===== src/pdrio_pkg.sv =====
// Shared constants for the positioner drive and readout logic.
`default_nettype none
package pdrio_pkg;
   // Processor write selects for the four command ports.
   localparam logic [1:0] PDRIO_WR_DRIVE_LOW = 2'h0;
   localparam logic [1:0] PDRIO_WR_DRIVE_HIGH = 2'h1;
   localparam logic [1:0] PDRIO_WR_AUX_LOW = 2'h2;
   localparam logic [1:0] PDRIO_WR_AUX_HIGH = 2'h3;
   // Processor read selects; the remote bytes follow the ports.
   localparam logic [3:0] PDRIO_RD_DRIVE_LOW = 4'h0;
   localparam logic [3:0] PDRIO_RD_DRIVE_HIGH = 4'h1;
   localparam logic [3:0] PDRIO_RD_AUX_LOW = 4'h2;
   localparam logic [3:0] PDRIO_RD_AUX_HIGH = 4'h3;
   localparam logic [3:0] PDRIO_RD_REMOTE0 = 4'h4;
   localparam logic [3:0] PDRIO_RD_ADC_LOW = 4'hb;
   localparam logic [3:0] PDRIO_RD_ADC_HIGH = 4'hc;
   // Remote receive geometry: seven bytes, 56 bits per transfer.
   localparam int PDRIO_NUM_REMOTE = 7;
   localparam int PDRIO_BYTE_W = 8;
   localparam int PDRIO_FIFO_DEPTH = 8;
   localparam logic [2:0] PDRIO_TOP_REG = 3'h6;
   // Drive command port high bit positions.
   localparam int PDRIO_B_INHIBIT = 4;
   localparam int PDRIO_B_AMP_RESET = 5;
   localparam int PDRIO_B_BRAKE = 6;
   localparam int PDRIO_B_THREE_PHASE = 7;
   // Aux port fields.
   localparam int PDRIO_MUX_W = 3;
   localparam int PDRIO_LAMP_W = 6;
   localparam int PDRIO_SPARE_W = 2;
   localparam int PDRIO_AUX_OUT_W = 3;
   // D/A and A/D widths.
   localparam int PDRIO_DAC_W = 12;
   localparam int PDRIO_HALF_W = 6;
   localparam logic [7:0] PDRIO_PORT_RST = 8'h00;
   localparam logic [11:0] PDRIO_DAC_ZERO = 12'h000;
   localparam logic [3:0] PDRIO_NIBBLE_ZERO = 4'h0;
endpackage : pdrio_pkg
`default_nettype wire


===== src/pdrio_byte_if.sv =====
`timescale 1ns/1ns
`default_nettype none
// Byte stream with valid and ready between the receiver, the FIFO and the top.
interface pdrio_byte_if;
   logic [7:0] data;  // Byte payload.
   logic valid;  // Source holds a byte.
   logic ready;  // Sink takes the byte this cycle when valid.
   modport src (output data, output valid, input ready);
   modport snk (input data, input valid, output ready);
endinterface : pdrio_byte_if
`default_nettype wire


===== src/pdrio_fifo.sv =====
`timescale 1ns/1ns
`default_nettype none
// Small synchronous FIFO; full and empty come straight from the count.
module pdrio_fifo #(
   parameter int WIDTH = 8,
   parameter int DEPTH = 8
) (
   input wire logic i_clk,
   input wire logic i_srst,
   pdrio_byte_if.snk wr,
   pdrio_byte_if.src rd
);
   localparam int AW = $clog2(DEPTH);
   logic [WIDTH-1:0] mem [DEPTH];  // Storage array.
   logic [AW-1:0] wptr_reg;  // Write pointer.
   logic [AW-1:0] rptr_reg;  // Read pointer.
   logic [AW:0] count_reg;  // Words held.
   wire push = wr.valid && wr.ready;
   wire pop = rd.valid && rd.ready;
   assign wr.ready = (count_reg != (AW+1)'(DEPTH));
   assign rd.valid = (count_reg != '0);
   assign rd.data = mem[rptr_reg];

   // Pointers wrap by compare so that a depth off a power of two still works.
   always_ff @(posedge i_clk) begin
      if (i_srst) begin
         wptr_reg <= '0;
         rptr_reg <= '0;
         count_reg <= '0;
      end else begin
         if (push) begin
            wptr_reg <= (wptr_reg == AW'(DEPTH-1)) ? '0 : wptr_reg + 1'b1;
         end
         if (pop) begin
            rptr_reg <= (rptr_reg == AW'(DEPTH-1)) ? '0 : rptr_reg + 1'b1;
         end
         count_reg <= count_reg + (AW+1)'(push) - (AW+1)'(pop);
      end
   end

   // The array has no reset; only written words are ever read.
   always_ff @(posedge i_clk) begin
      if (push) begin
         mem[wptr_reg] <= wr.data;
      end
   end
endmodule : pdrio_fifo
`default_nettype wire


===== src/pdrio_serial_rx.sv =====
`timescale 1ns/1ns
`default_nettype none
// Remote serial receiver: samples data on the rising edge of the remote clock.
module pdrio_serial_rx (
   input wire logic i_clk,
   input wire logic i_srst,
   input wire logic i_clear,
   input wire logic i_ser_clk,
   input wire logic i_ser_data,
   output logic o_overrun,
   pdrio_byte_if.src out
);
   import pdrio_pkg::*;
   logic [1:0] clk_sync_reg;  // Two flops on the remote clock.
   logic [1:0] dat_sync_reg;  // Two flops on the remote data.
   logic clk_prev_reg;  // Last synchronised clock level.
   logic [7:0] shift_reg;  // Bits being assembled, first bit lands in MSB.
   logic [2:0] bit_cnt_reg;  // Bits in the current byte.
   logic [7:0] hold_reg;  // Finished byte awaiting the FIFO.
   logic hold_valid_reg;  // Finished byte is present.
   logic overrun_reg;  // A byte was finished while the last still waited.
   // Rising edge is seen on synchronised samples only.
   wire rise = clk_sync_reg[1] && !clk_prev_reg;
   wire byte_done = rise && (bit_cnt_reg == 3'h7);
   wire [7:0] shift_next = {shift_reg[6:0], dat_sync_reg[1]};
   assign out.data = hold_reg;
   assign out.valid = hold_valid_reg;
   assign o_overrun = overrun_reg;

   // Synchronisers; stage 0 feeds stage 1 and nothing else.
   always_ff @(posedge i_clk) begin
      clk_sync_reg <= {clk_sync_reg[0], i_ser_clk};
      dat_sync_reg <= {dat_sync_reg[0], i_ser_data};
      clk_prev_reg <= clk_sync_reg[1];
   end

   // The remote edge sits mid-bit, so the data sample is settled there.
   always_ff @(posedge i_clk) begin
      if (i_srst || i_clear) begin
         bit_cnt_reg <= '0;
         shift_reg <= '0;
      end else if (rise) begin
         shift_reg <= shift_next;
         bit_cnt_reg <= bit_cnt_reg + 1'b1;
      end
   end

   // A byte waits here; bits cannot be stalled, so a lost byte is flagged.
   always_ff @(posedge i_clk) begin
      if (i_srst || i_clear) begin
         hold_valid_reg <= 1'b0;
         hold_reg <= '0;
         overrun_reg <= 1'b0;
      end else begin
         if (byte_done) begin
            hold_reg <= shift_next;
            hold_valid_reg <= 1'b1;
            overrun_reg <= overrun_reg || (hold_valid_reg && !out.ready);
         end else if (out.ready) begin
            hold_valid_reg <= 1'b0;
         end
      end
   end
endmodule : pdrio_serial_rx
`default_nettype wire


===== src/pdrio_top.sv =====
// How it works
// Drive port: 12-bit D/A, inhibit, reset, brake, power.
// Aux port: mux address, six lamps, two spares.
// Aux high bits 3-7 read operator and alarm inputs.
// Firmware decodes input polarities itself.
// Serial data fills seven byte-readable registers.
// Remote clock rises mid-bit; sample on rise.
// Request strobe clears all seven receive registers.
// Remote sends data and clocks after request.
// Firmware checks top register bits 7:6 equal 10.
// One transfer is 56 bits, seven bytes.
// D/A register holds 12-bit two's complement.
// Two halves load together on load strobe.
// Reset or lockout clears the D/A register.
// Active-low strobe starts a conversion.
// A/D low byte, then high nibble on bits 7:4.
// Firmware masks low nibble, joins both reads.
// Chip select for convert and both reads.
// Low conversion-done raises interrupt request zero.
// Open limit loop drops lockout low.
// Lockout is limit loop AND cable interlock.
// Brake, inhibit, reset pass only while lockout high.
// Lockout readable on aux high bit 4.
// Firmware keeps amplifiers inhibited while idle.
// Firmware delays three-phase power at power-up.
// Outside inputs pass two synchronising flops.
`timescale 1ns/1ns
`default_nettype none
module pdrio_top (
   input wire logic i_clk,
   input wire logic i_srst,
   input wire logic i_wr_en,
   input wire logic [1:0] i_wr_sel,
   input wire logic [7:0] i_wr_data,
   input wire logic i_rd_en,
   input wire logic [3:0] i_rd_sel,
   output logic [7:0] o_rd_data,
   input wire logic i_remote_request,
   input wire logic i_dac_load_strobe,
   input wire logic i_adc_convert_strobe_n,
   input wire logic i_remote_ser_clk,
   input wire logic i_remote_ser_data,
   input wire logic i_limit_loop_signal,
   input wire logic i_cable_interlock,
   input wire logic i_emergency_stop,
   input wire logic i_computer_mode,
   input wire logic i_slew_down_n,
   input wire logic i_slew_up_n,
   input wire logic [pdrio_pkg::PDRIO_DAC_W-1:0] i_adc_data,
   input wire logic i_adc_conversion_done_n,
   output logic [pdrio_pkg::PDRIO_DAC_W-1:0] o_dac_value,
   output logic o_amp_inhibit,
   output logic o_amp_reset,
   output logic o_brake_release,
   output logic o_three_phase_power,
   output logic [pdrio_pkg::PDRIO_MUX_W-1:0] o_analog_mux_select,
   output logic [pdrio_pkg::PDRIO_LAMP_W-1:0] o_panel_lamps,
   output logic [pdrio_pkg::PDRIO_SPARE_W-1:0] o_spare_out,
   output logic o_adc_chip_select_n,
   output logic o_adc_convert_n,
   output logic o_external_irq_zero,
   output logic o_drive_lockout,
   output logic o_remote_overrun
);
   import pdrio_pkg::*;

   // Byte streams from receiver to FIFO and from FIFO to the register bank.
   pdrio_byte_if rx_bus ();
   pdrio_byte_if bank_bus ();

   logic [7:0] drive_cmd_port_low_reg;  // D/A low eight bits.
   logic [7:0] drive_cmd_port_high_reg;  // D/A high nibble and discretes.
   logic [7:0] aux_cmd_port_low_reg;  // Mux address and lamps.
   logic [7:0] aux_mixed_port_high_reg;  // Lamp, spares; bits 3-7 are inputs.
   logic [7:0] remote_reg [PDRIO_NUM_REMOTE];  // Receive bank.
   logic [2:0] fill_idx_reg;  // Next bank slot to fill, top first.
   logic shift_mode_ctl_a_reg;  // Bank mode control, high means clear.
   logic shift_mode_ctl_b_reg;  // Bank mode control, low with a high means clear.
   logic [1:0] limit_sync_reg;  // Limit loop synchroniser.
   logic [1:0] lock_sync_reg;  // Cable interlock synchroniser.
   logic [1:0] estop_sync_reg;  // Emergency stop synchroniser.
   logic [1:0] comp_sync_reg;  // Computer mode synchroniser.
   logic [1:0] sdn_sync_reg;  // Slew down synchroniser.
   logic [1:0] sup_sync_reg;  // Slew up synchroniser.
   logic [1:0] done_sync_reg;  // Conversion done synchroniser.
   logic [PDRIO_DAC_W-1:0] adc_sync0_reg;  // A/D data first stage.
   logic [PDRIO_DAC_W-1:0] adc_sync1_reg;  // A/D data second stage.
   logic lockout_reg;  // Drive lockout, high means drive allowed.
   logic [PDRIO_DAC_W-1:0] dac_reg;  // D/A holding register.
   logic [7:0] rd_data_reg;  // Read answer.
   logic inhibit_reg;  // Gated inhibit discrete.
   logic amp_reset_reg;  // Gated amplifier reset discrete.
   logic brake_reg;  // Gated brake release discrete.
   logic three_phase_reg;  // Three-phase power discrete.
   logic cs_n_reg;  // Converter chip select.
   logic conv_n_reg;  // Converter start.
   logic irq_reg;  // Interrupt request zero.
   logic overrun;  // From the receiver.

   // Decodes.
   wire wr_drive_low = i_wr_en && (i_wr_sel == PDRIO_WR_DRIVE_LOW);
   wire wr_drive_high = i_wr_en && (i_wr_sel == PDRIO_WR_DRIVE_HIGH);
   wire wr_aux_low = i_wr_en && (i_wr_sel == PDRIO_WR_AUX_LOW);
   wire wr_aux_high = i_wr_en && (i_wr_sel == PDRIO_WR_AUX_HIGH);
   wire rd_adc_low = i_rd_en && (i_rd_sel == PDRIO_RD_ADC_LOW);
   wire rd_adc_high = i_rd_en && (i_rd_sel == PDRIO_RD_ADC_HIGH);
   wire convert_now = !i_adc_convert_strobe_n;
   wire clear_bank = shift_mode_ctl_a_reg && !shift_mode_ctl_b_reg;
   wire lockout_next = limit_sync_reg[1] && lock_sync_reg[1];
   wire [PDRIO_DAC_W-1:0] dac_cmd = {drive_cmd_port_high_reg[3:0], drive_cmd_port_low_reg};
   wire [3:0] rd_remote_idx = i_rd_sel - PDRIO_RD_REMOTE0;
   wire rd_is_remote = (i_rd_sel >= PDRIO_RD_REMOTE0) && (i_rd_sel < PDRIO_RD_ADC_LOW);
   // Aux high readback: spares and lamp from the port, then the five inputs.
   wire [7:0] aux_high_rd = {sup_sync_reg[1], sdn_sync_reg[1], comp_sync_reg[1],
                             lockout_reg, estop_sync_reg[1],
                             aux_mixed_port_high_reg[2:0]};
   wire [7:0] rd_next =
      (i_rd_sel == PDRIO_RD_DRIVE_LOW) ? drive_cmd_port_low_reg :
      (i_rd_sel == PDRIO_RD_DRIVE_HIGH) ? drive_cmd_port_high_reg :
      (i_rd_sel == PDRIO_RD_AUX_LOW) ? aux_cmd_port_low_reg :
      (i_rd_sel == PDRIO_RD_AUX_HIGH) ? aux_high_rd :
      rd_is_remote ? remote_reg[rd_remote_idx[2:0]] :
      (i_rd_sel == PDRIO_RD_ADC_LOW) ? adc_sync1_reg[7:0] :
      (i_rd_sel == PDRIO_RD_ADC_HIGH) ? {adc_sync1_reg[11:8], PDRIO_NIBBLE_ZERO} :
      PDRIO_PORT_RST;

   // The bank never refuses a byte except in the clear cycle.
   assign bank_bus.ready = !clear_bank;

   pdrio_serial_rx u_rx (
      .i_clk(i_clk),
      .i_srst(i_srst),
      .i_clear(clear_bank),
      .i_ser_clk(i_remote_ser_clk),
      .i_ser_data(i_remote_ser_data),
      .o_overrun(overrun),
      .out(rx_bus.src)
   );

   pdrio_fifo #(
      .WIDTH(PDRIO_BYTE_W),
      .DEPTH(PDRIO_FIFO_DEPTH)
   ) u_fifo (
      .i_clk(i_clk),
      .i_srst(i_srst || clear_bank),
      .wr(rx_bus.snk),
      .rd(bank_bus.src)
   );

   // Synchronisers for every pin that the loop, the operator or the converter drives.
   always_ff @(posedge i_clk) begin
      limit_sync_reg <= {limit_sync_reg[0], i_limit_loop_signal};
      lock_sync_reg <= {lock_sync_reg[0], i_cable_interlock};
      estop_sync_reg <= {estop_sync_reg[0], i_emergency_stop};
      comp_sync_reg <= {comp_sync_reg[0], i_computer_mode};
      sdn_sync_reg <= {sdn_sync_reg[0], i_slew_down_n};
      sup_sync_reg <= {sup_sync_reg[0], i_slew_up_n};
      done_sync_reg <= {done_sync_reg[0], i_adc_conversion_done_n};
      adc_sync0_reg <= i_adc_data;
      adc_sync1_reg <= adc_sync0_reg;
   end

   // Command ports; the lamp and spare bits share the mixed port's low bits.
   always_ff @(posedge i_clk) begin
      if (i_srst) begin
         drive_cmd_port_low_reg <= PDRIO_PORT_RST;
         drive_cmd_port_high_reg <= PDRIO_PORT_RST;
         aux_cmd_port_low_reg <= PDRIO_PORT_RST;
         aux_mixed_port_high_reg <= PDRIO_PORT_RST;
      end else begin
         if (wr_drive_low) drive_cmd_port_low_reg <= i_wr_data;
         if (wr_drive_high) drive_cmd_port_high_reg <= i_wr_data;
         if (wr_aux_low) aux_cmd_port_low_reg <= i_wr_data;
         if (wr_aux_high) aux_mixed_port_high_reg <= i_wr_data;
      end
   end

   // A request drives the mode controls to clear one cycle later, for as long as the request is held.
   always_ff @(posedge i_clk) begin
      if (i_srst) begin
         shift_mode_ctl_a_reg <= 1'b0;
         shift_mode_ctl_b_reg <= 1'b1;
      end else begin
         shift_mode_ctl_a_reg <= i_remote_request;
         shift_mode_ctl_b_reg <= !i_remote_request;
      end
   end

   // Bytes arrive first-bit-first, so the first one is the top register.
   // Bytes beyond the seventh are dropped; a transfer carries only 56 bits.
   always_ff @(posedge i_clk) begin
      if (i_srst || clear_bank) begin
         fill_idx_reg <= PDRIO_TOP_REG;
         for (int i = 0; i < PDRIO_NUM_REMOTE; i++) begin
            remote_reg[i] <= PDRIO_PORT_RST;
         end
      end else if (bank_bus.valid && (fill_idx_reg <= PDRIO_TOP_REG)) begin
         remote_reg[fill_idx_reg] <= bank_bus.data;
         fill_idx_reg <= fill_idx_reg - 1'b1;
      end
   end

   // Lockout is registered once after the synchronisers.
   always_ff @(posedge i_clk) begin
      if (i_srst) begin
         lockout_reg <= 1'b0;
      end else begin
         lockout_reg <= lockout_next;
      end
   end

   // Both halves load together from the ports; lockout wins over a load.
   always_ff @(posedge i_clk) begin
      if (i_srst || !lockout_reg) begin
         dac_reg <= PDRIO_DAC_ZERO;
      end else if (i_dac_load_strobe) begin
         dac_reg[PDRIO_HALF_W-1:0] <= dac_cmd[PDRIO_HALF_W-1:0];
         dac_reg[PDRIO_DAC_W-1:PDRIO_HALF_W] <= dac_cmd[PDRIO_DAC_W-1:PDRIO_HALF_W];
      end
   end

   // Discretes pass only while lockout is high; power is not gated by lockout.
   always_ff @(posedge i_clk) begin
      if (i_srst) begin
         inhibit_reg <= 1'b0;
         amp_reset_reg <= 1'b0;
         brake_reg <= 1'b0;
         three_phase_reg <= 1'b0;
      end else begin
         inhibit_reg <= drive_cmd_port_high_reg[PDRIO_B_INHIBIT] && lockout_reg;
         amp_reset_reg <= drive_cmd_port_high_reg[PDRIO_B_AMP_RESET] && lockout_reg;
         brake_reg <= drive_cmd_port_high_reg[PDRIO_B_BRAKE] && lockout_reg;
         three_phase_reg <= drive_cmd_port_high_reg[PDRIO_B_THREE_PHASE];
      end
   end

   // Converter strobes are registered so the chip sees clean edges.
   always_ff @(posedge i_clk) begin
      if (i_srst) begin
         cs_n_reg <= 1'b1;
         conv_n_reg <= 1'b1;
         irq_reg <= 1'b0;
         rd_data_reg <= PDRIO_PORT_RST;
      end else begin
         cs_n_reg <= !(convert_now || rd_adc_low || rd_adc_high);
         conv_n_reg <= !convert_now;
         irq_reg <= !done_sync_reg[1];
         rd_data_reg <= i_rd_en ? rd_next : rd_data_reg;
      end
   end

   assign o_rd_data = rd_data_reg;
   assign o_dac_value = dac_reg;
   assign o_amp_inhibit = inhibit_reg;
   assign o_amp_reset = amp_reset_reg;
   assign o_brake_release = brake_reg;
   assign o_three_phase_power = three_phase_reg;
   assign o_analog_mux_select = aux_cmd_port_low_reg[PDRIO_MUX_W-1:0];
   assign o_panel_lamps = {aux_mixed_port_high_reg[0], aux_cmd_port_low_reg[7:PDRIO_MUX_W]};
   assign o_spare_out = aux_mixed_port_high_reg[PDRIO_AUX_OUT_W-1:1];
   assign o_adc_chip_select_n = cs_n_reg;
   assign o_adc_convert_n = conv_n_reg;
   assign o_external_irq_zero = irq_reg;
   assign o_drive_lockout = lockout_reg;
   assign o_remote_overrun = overrun;

   // Checks on the design's own outputs.
   property p_dac_clear;
      @(posedge i_clk) disable iff (i_srst) !lockout_reg |=> (dac_reg == PDRIO_DAC_ZERO);
   endproperty
   a_dac_clear: assert property (p_dac_clear) else $error("dac not cleared");
   property p_dac_load;
      @(posedge i_clk) disable iff (i_srst)
         (i_dac_load_strobe && lockout_reg) |=> (dac_reg == $past(dac_cmd));
   endproperty
   a_dac_load: assert property (p_dac_load) else $error("dac load wrong");
   property p_dac_hold;
      @(posedge i_clk) disable iff (i_srst)
         (!i_dac_load_strobe && lockout_reg && $past(lockout_reg)) |=> $stable(dac_reg);
   endproperty
   a_dac_hold: assert property (p_dac_hold) else $error("dac moved without load");
   property p_brake_gate;
      @(posedge i_clk) disable iff (i_srst) !lockout_reg |=> !brake_reg && !inhibit_reg && !amp_reset_reg;
   endproperty
   a_brake_gate: assert property (p_brake_gate) else $error("discrete passed in lockout");
   // The edge that ends reset still loads the reset value, so it starts no check.
   property p_lockout;
      @(posedge i_clk) disable iff (i_srst) !i_srst |=> (lockout_reg == $past(lockout_next));
   endproperty
   a_lockout: assert property (p_lockout) else $error("lockout not loop and interlock");
   property p_cs;
      @(posedge i_clk) disable iff (i_srst) (convert_now || rd_adc_low || rd_adc_high) |=> !cs_n_reg;
   endproperty
   a_cs: assert property (p_cs) else $error("chip select missing");
   property p_conv;
      @(posedge i_clk) disable iff (i_srst) conv_n_reg |-> !$past(convert_now);
   endproperty
   a_conv: assert property (p_conv) else $error("convert start wrong");
   property p_irq;
      @(posedge i_clk) disable iff (i_srst) $fell(done_sync_reg[1]) |=> irq_reg;
   endproperty
   a_irq: assert property (p_irq) else $error("irq not raised");
   property p_clear;
      @(posedge i_clk) disable iff (i_srst) i_remote_request |=> ##1 (remote_reg[PDRIO_TOP_REG] == PDRIO_PORT_RST);
   endproperty
   a_clear: assert property (p_clear) else $error("bank not cleared");
   property p_adc_high;
      @(posedge i_clk) disable iff (i_srst) rd_adc_high |=> (rd_data_reg[3:0] == PDRIO_NIBBLE_ZERO);
   endproperty
   a_adc_high: assert property (p_adc_high) else $error("low nibble driven");
   c_remote_full: cover property (@(posedge i_clk) fill_idx_reg == 3'h7);
   c_dac_load: cover property (@(posedge i_clk) i_dac_load_strobe && lockout_reg);
   c_lockout_drop: cover property (@(posedge i_clk) $fell(lockout_reg));
endmodule : pdrio_top
`default_nettype wire


===== config.mk =====
export PLATFORM = sky130hd
export DESIGN_NAME = pdrio_top
export DESIGN_NICKNAME = d
export VERILOG_FILES = /design/src/pdrio_pkg.sv /design/src/pdrio_byte_if.sv /design/src/pdrio_fifo.sv /design/src/pdrio_serial_rx.sv /design/src/pdrio_top.sv
export SDC_FILE = /design/constraint.sdc
export NUM_CORES = 1
export LEC_CHECK = 0
export BUFFER_PORTS_ARGS = -buffer_cell sky130_fd_sc_hd__buf_2
export CAP_MARGIN = 20
export CORE_ASPECT_RATIO = 1.75
export CORE_MARGIN = 3
export CORE_UTILIZATION = 40
export CTS_BUF_LIST = sky130_fd_sc_hd__clkbuf_4 sky130_fd_sc_hd__clkbuf_8 sky130_fd_sc_hd__clkbuf_16
export CTS_CLUSTER_SIZE = 8
export DETAILED_ROUTE_END_ITERATION = 7
export GPL_TIMING_DRIVEN = 1
export HOLD_SLACK_MARGIN = 0.05
export PLACE_DENSITY_LB_ADDON = 0.1
export RECOVER_POWER = 50
export SYNTH_ARGS = -nofsm -noshare
export SYNTH_HDL_FRONTEND = slang
export SYNTH_SLANG_ARGS = --single-unit
export TNS_END_PERCENT = 100

===== constraint.sdc =====
create_clock -name i_clk -period 2.57 [get_ports i_clk]
set_clock_uncertainty 0.1 [all_clocks]
set_input_delay 0.257 -clock i_clk [delete_from_list [all_inputs] [get_ports i_clk]]
set_output_delay 0.257 -clock i_clk [all_outputs]
set_load 0.05 [all_outputs]

==> metrics.md, run 1 <==
| Metric | Value |
|---|---|
| Crit-path cells | `inv_1 > ha_1 > or3b_1 > nand2_1 > inv_1 > ha_1 > inv_1 > ha_1 > inv_1 > fa_1 > xor2_1 > nor2_1` |
| Area of the multi-input gates | `between 3000 and 4000 sq um` |
| DP HPWL | `roughly 18,000 microns` |
| FF-to-FF setup slack | `roughly 0.18 ns` |
| H-tree levels | `2` |
| RSZ-0062 raised after global routing | `no` |
| Crit-path max FO | `3` |
| Via total after detailed routing | `~6,500` |
| Most common cell after layout, fill and taps aside | `dfxtp_1` |
| Max reg flops | `64` |
| Crit Reg-Reg Endpoint | `u_fifo.count_reg[2]` |
| WL/cell | `around 19 microns` |
| Final nets | `a little under 1,000` |
| Share of power burned in registers | `around 42%` |
| Status | `finished clean` |
| Worst Slack Setup Final | `around 0.18 ns` |
| Worst path max stage delay | `around 0.37 ns` |
| Slowest stage cell on the critical path | `fa_1` |
| Post-route core utilization | `approximately 50%` |
| Seq/Total Area, Yosys | `between 60% and 70%` |
| Int Pwr | `around 8.4 mW` |
| Sw Pwr | `approximately 2.9 mW` |
| Initial core utilization | `about two fifths` |
| LEAKAGE | `~4.7 nW` |
| Setup crit end kind | `flop` |
| Critical Path End | `u_fifo.count_reg[2]` |
| GRT Overall Usage | `between 10% and 20%` |
| Critical Path Source | `u_fifo.count_reg[2]` |
| Area leader, netlist | `edfxtp_1` |
| Hold Path Class | `in2reg` |
| Clock network fraction of design power | `between 40 and 50%` |
| Fin. max-slew vios | `0` |
| Max-Cap Viols | `0` |
| RR Startpoint | `u_fifo.count_reg[2]` |
| FP Rows | `75` |
| Antenna diode count | `0` |
| Most Frequent Cell on Critical Path | `inv_1` |
| Synth Cell Area | `about 10000 sq um` |
| CTS tree | `built` |
| Total power | `between 10 and 15 mW` |
| Synth cell types | `64` |
| Fill cells | `between 2,000 and 2,500` |
| Skew-Pair Late Insertion Delay | `between 0.5 and 0.6 ns` |
| Core Region | `~24,000 sq um` |
| DR pass1 iterations | `5` |
| Die Wd | `between 100 and 150 microns` |
| Syn. warnings | `0` |
| Placement Setup Slack | `~0.13 ns` |
| Fmax | `around 420 MHz` |
| Initial antenna violation count | `0` |
| Power Dens Cells | `923 nW/um^2` |
| Reg2reg path depth | `12` |
| Placed Cells | `1,172` |
| Final wirelength | `around 24,000 microns` |
| Crit Path Category | `reg2reg` |
| Postcts setup bufs | `0` |
| Critical path required time | `roughly 2.9 ns` |
| First-pass GRT wire length | `approximately 38,000 microns` |
| Ports | `82` |
| Switch share | `approximately a quarter` |
| Post-Syn Nets | `approximately 860` |
| P&R area growth vs syn | `22.5%` |
| Slew of the pin with the lowest slew margin | `between 0.7 and 0.8 ns` |
| Post-Syn Area per Cell | `12.4 sq um` |
| EDFF count, synth | `roughly 110` |
| Fin cells | `1,265` |
| Power share of the combinational group | `15.4%` |
| Commonest cells after routing, fill and taps aside | `144 x dfxtp_1, 115 x nor2_1, 113 x edfxtp_1` |
| WP data arrival | `approximately 2.7 ns` |
| Period utilization | `93.0%` |
| Setup_tns | `0 ns` |
| Root Buffer | `clkbuf_16` |
| Min Tclk post-route | `2.39 ns` |
| Synth area leaders | `edfxtp_1 34%, dfxtp_1 29%, mux2i_1 6.3%` |
| Clk sinks | `approximately 260` |
| DIE AREA | `26,800 sq um` |
| Gr ovfl total | `0` |
| Cell count after synthesis | `800` |
| IO buf count | `81` |
| Top FF cell, synth | `dfxtp_1` |
| TritonCTS Buffers | `38` |
| Post-route ant nets | `0` |
| Final Hold Fails | `0` |
| Share of layout cells above drive strength 1 | `between 15 and 20%` |
| Max VDD drop | `between 400 and 500 uV` |
| Post-synthesis register bit count | `around 260` |
| Flip-flop and latch area | `between 6000 and 7000 sq um` |
| Initial DRC count | `around 230` |
| Largest net degree at the start of global routing | `40` |
| DRC | `0` |
| Ys async rst share | `0%` |
| Via density | `5.11` |
| Startpoint types | `flop` |
| Setup-failing EPs final | `0` |
| Bufs on Longest Clock Path | `3` |
| Synth top area share | `roughly a third` |
| Clock transition at the registers of the reported paths | `around 0.050 ns` |
| Slew HR | `between 50% and 60%` |
| GP Congestion | `0.837` |
| Vias in the first global route | `6,987` |
| Die height | `214 microns` |
==> power groups by stage <==
stage,clock (mW),sequential (mW),combinational [mW]
2_1_floorplan,0,4.78,1.23
6_report,4.74,4.75,1.73
3_5_place_dp,0,4.82,1.69
4_1_cts,4.87,4.75,1.74
5_1_grt,5.08,4.77,1.91
3_3_place_gp,0,4.81,1.63
==> cell type report <==
type,count,share of cell area (%)
Timing Repair Buffer,141,7.40
Clock buffer,60,9.61
Multi-Input combinational cell,470,27.3
Tap cell,308,3.17
Clock inverter,1,0.0720
Inverter,28,0.864
Sequential cell,257,51.6
==> cell usage after synthesis (all sizes together), types with 2 or more instances <==
master,number
a2111oi,2
a211oi,6
a21o,2
a21oi,38
a221oi,2
a2bb2oi,2
a31o,5
a31oi,3
and2,2
and3,5
buf,25
clkbuf,20
clkinv,3
dfxtp,144
edfxtp,113
ha,14
inv,25
mux2,10
mux2i,62
mux4,21
nand2,60
nand2b,8
nand3,25
nand3b,3
nand4,4
nor2,115
nor2b,8
nor3,9
nor3b,2
nor4,3
o211ai,2
o21ai,19
o221a,2
o221ai,2
o22ai,3
o311ai,2
o31ai,2
or3,11
or4,2
xnor2,3
==> stage by stage <==
stage	hold WS [ns]	area (sq um)
after floorplan	0.185	9930
after global placement	0.210	10700
after detailed placement	0.212	10700
after CTS	0.0782	12200
after global routing	0.103	12200
final	0.0968	12200
==> routing by layer <==
layer  global-route usage [%]  vias up  routed length (microns)
met5                        0        -                        0
met3                     3.49       67                      885
met1                     16.4     3110                     7640
met2                     35.9      152                    14000
met4                     11.1        0                     1530
li1                         -     3141                        -
==> critical path, delay by kind of cell (launching register included) <==
| family | cells | cell delay, ns |
|---|---|---|
| fa+ha+maj | 4 | 0.96 |
| simple gates | 3 | 0.52 |
| flops | 1 | 0.29 |
| buf+inv | 4 | 0.28 |
| xor+xnor | 1 | 0.14 |
==> worst min path at each step <==
stage               slack, ns                    to             start  cells past startpoint
global placement         0.21      lock_sync_reg[1]  lock_sync_reg[0]                      0
CTS                      0.08   o_adc_chip_select_n            i_srst                      4
detailed placement       0.21       sdn_sync_reg[1]   sdn_sync_reg[0]                      0
global route             0.10  shift_mode_ctl_b_reg            i_srst                      4
floorplan                0.18      adc_sync0_reg[0]     i_adc_data[0]                      0
finish                    0.1   o_adc_chip_select_n            i_srst                      4
==> cells by family (layout without fill, tap and decap cells) <==
family          count (synthesis)  in the layout  share of synthesized area, %
compound gates                 98             98                          6.30
xor+xnor                        4              4                         0.353
fa+ha+maj                      15             15                          1.97
buf+inv                        73            230                          3.52
flops                         257            257                          63.2
mux                            93             93                          12.7
simple gates                  260            260                          12.0
==> timing repair <==
item                                    CTS  global route
hold endpoints to repair                 55             0
endpoints found under the setup margin    0             1
resized for setup                         0             1
hold buffers                             32             0
(Power assumes the default switching activity.)
==> inputs of run 2 (changes only) <==
--- a/config.mk
+++ b/config.mk
@@ -8,7 +8,7 @@
 export BUFFER_PORTS_ARGS = -buffer_cell sky130_fd_sc_hd__buf_2
 export CAP_MARGIN = 20
 export CORE_ASPECT_RATIO = 1.75
-export CORE_MARGIN = 3
+export CORE_MARGIN = 5
 export CORE_UTILIZATION = 40
 export CTS_BUF_LIST = sky130_fd_sc_hd__clkbuf_4 sky130_fd_sc_hd__clkbuf_8 sky130_fd_sc_hd__clkbuf_16
 export CTS_CLUSTER_SIZE = 8
==> metrics.md, run 2 (synthesis gave the netlist of run 1 again) <==
| Metric | Value |
|---|---|
| Initial core utilization | `slightly above 40%` |
| Commonest cells after routing, fill and taps aside | `144 x dfxtp_1, 115 x nor2_1, 113 x edfxtp_1` |
| Crit-path max FO | `3` |
| Die height | `218 microns` |
| Final Hold Fails | `0` |
| Total power | `between 10 and 15 mW` |
| Crit-path cells | `inv_1 > ha_1 > or3b_4 > nand2_2 > inv_1 > ha_1 > inv_1 > ha_1 > inv_1 > fa_1 > xor2_1 > nor2_1` |
| Worst Slack Setup Final | `~0.15 ns` |
| GRT Overall Usage | `between 10% and 20%` |
| RR Startpoint | `u_fifo.count_reg[3]` |
| FP Rows | `76` |
| Critical path required time | `between 2 and 3 ns` |
| WP data arrival | `2.69 ns` |
| Clock transition at the registers of the reported paths | `roughly 0.04 ns` |
| TritonCTS Buffers | `38` |
| P&R area growth vs syn | `22.0%` |
| First-pass GRT wire length | `around 37,000 microns` |
| WL/cell | `18.9 microns` |
| Hold Crit Start | `i_srst` |
| CTS tree | `built` |
| Die Wd | `between 100 and 150 microns` |
| Slew HR | `approximately a third` |
| Crit Path Category | `reg2reg` |
| Min Tclk post-route | `2.42 ns` |
| Antenna diode count | `0` |
| DP HPWL | `about 18,000 microns` |
| Skew-Pair Late Insertion Delay | `0.51 ns` |
| Share of layout cells above drive strength 1 | `16.3%` |
| Period utilization | `between 90 and 100%` |
| Fmax | `roughly 410 MHz` |
| Placement Setup Slack | `slightly above 0.1 ns` |
| Fill cells | `~2,200` |
| Hold Path Class | `in2reg` |
| RSZ-0062 raised after global routing | `no` |
| DRC | `0` |
| Switch share | `between 20% and 30%` |
| Bufs on Longest Clock Path | `3` |
| Final nets | `996` |
| Power share of the combinational group | `about 16%` |
| Worst path max stage delay | `between 0.3 and 0.4 ns` |
| Placed Cells | `~1,200` |
| Most common cell after layout, fill and taps aside | `dfxtp_1` |
| Root Buffer | `clkbuf_16` |
| Initial antenna violation count | `0` |
| Ports | `between 80 and 90` |
| LEAKAGE | `between 4 and 5 nW` |
| Final wirelength | `about 24,000 microns` |
| Core Region | `around 25,000 sq um` |
| DR pass1 iterations | `5` |
| GP Congestion | `around 0.86` |
| Most Frequent Cell on Critical Path | `inv_1` |
| Via total after detailed routing | `6,488` |
| Fin cells | `about 1,300` |
| Clk sinks | `257` |
| Gr ovfl total | `0` |
| Final hold slack | `between 0.06 and 0.07 ns` |
| Int Pwr | `a little over 8 mW` |
| DIE AREA | `about 28,000 sq um` |
| Slowest stage cell on the critical path | `or3b_4` |
| Critical Path Source | `u_fifo.count_reg[3]` |
| Initial DRC count | `212` |
| Max VDD drop | `495 uV` |
| IO buf count | `81` |
| Vias in the first global route | `~7,000` |
| Post-route ant nets | `0` |
| Setup_tns | `0 ns` |
| Setup crit end kind | `flop` |
| Startpoint types | `flop` |
| Max reg flops | `64` |
| Sw Pwr | `~2.9 mW` |
| Area of the multi-input gates | `3310 sq um` |
| H-tree levels | `2` |
| Flip-flop and latch area | `around 6300 sq um` |
| Power Dens Cells | `around 920 nW/um^2` |
| Fin. max-slew vios | `0` |
| Share of power burned in registers | `between 40% and 50%` |
| Setup-failing EPs final | `0` |
| Via density | `between 5 and 6` |
| Largest net degree at the start of global routing | `40` |
| Clock network fraction of design power | `41.5%` |
| FF-to-FF setup slack | `0.15 ns` |
| Status | `finished clean` |
| Slew of the pin with the lowest slew margin | `about 1 ns` |
| Max-Cap Viols | `0` |
==> run 2: stage by stage <==
stage          cell area [sq um]  utilization [%]
2_1_floorplan               9930                -
3_3_place_gp               10700             43.7
3_5_place_dp               10700             43.7
4_1_cts                    12200             49.6
5_1_grt                    12100             49.4
6_report                   12100             49.4
==> run 2: path summary, 6_finish.rpt <==
kind,to,cells past startpoint
worst max-delay path,u_fifo.count_reg[2],12
worst min-delay path,o_adc_chip_select_n,4
worst max register to register,u_fifo.count_reg[2],12
worst min register to register,adc_sync1_reg[4],0
==> run 2: per-layer routing <==
layer	track usage [%]	vias up	part of all wire, %
li1	-	3156	-
met1	15.3	3125	32
met2	35.6	149	60
met3	2.49	58	3.3
met4	9.78	0	5.3
met5	0	-	0
==> run 2: power by group through the flow <==
stage	clock [mW]	sequential, mW	combinational [mW]
2_1_floorplan	0	4.78	1.23
3_3_place_gp	0	4.80	1.68
3_5_place_dp	0	4.82	1.73
4_1_cts	4.72	4.74	1.78
5_1_grt	4.89	4.77	1.94
6_report	4.60	4.75	1.75
==> run 2: worst max-delay path, delay by kind of cell (launching register included) <==
kind / cells / cell delay (ns)
adder cells (fa/ha/maj): 4 / 0.95
AND/OR/NAND/NOR: 3 / 0.52
buffers and inverters: 4 / 0.24
flip-flops: 1 / 0.32
XOR/XNOR: 1 / 0.17
==> run 2: timing repair <==
action / CTS / global route
setup buffers: 0 / 0
resized for setup: 0 / 3
hold endpoints to repair: 55 / 0
setup endpoints to repair: 0 / 1
hold buffers: 32 / 0
==> run 2: area by class of cell <==
cell class | count | share of cell area [%]
clock buffer | 57 | 9.17
clock inverter | 2 | 0.145
inverter | 28 | 0.868
multi-input combinational | 470 | 27.3
sequential | 257 | 51.8
tap | 312 | 3.22
timing repair buffer | 144 | 7.47
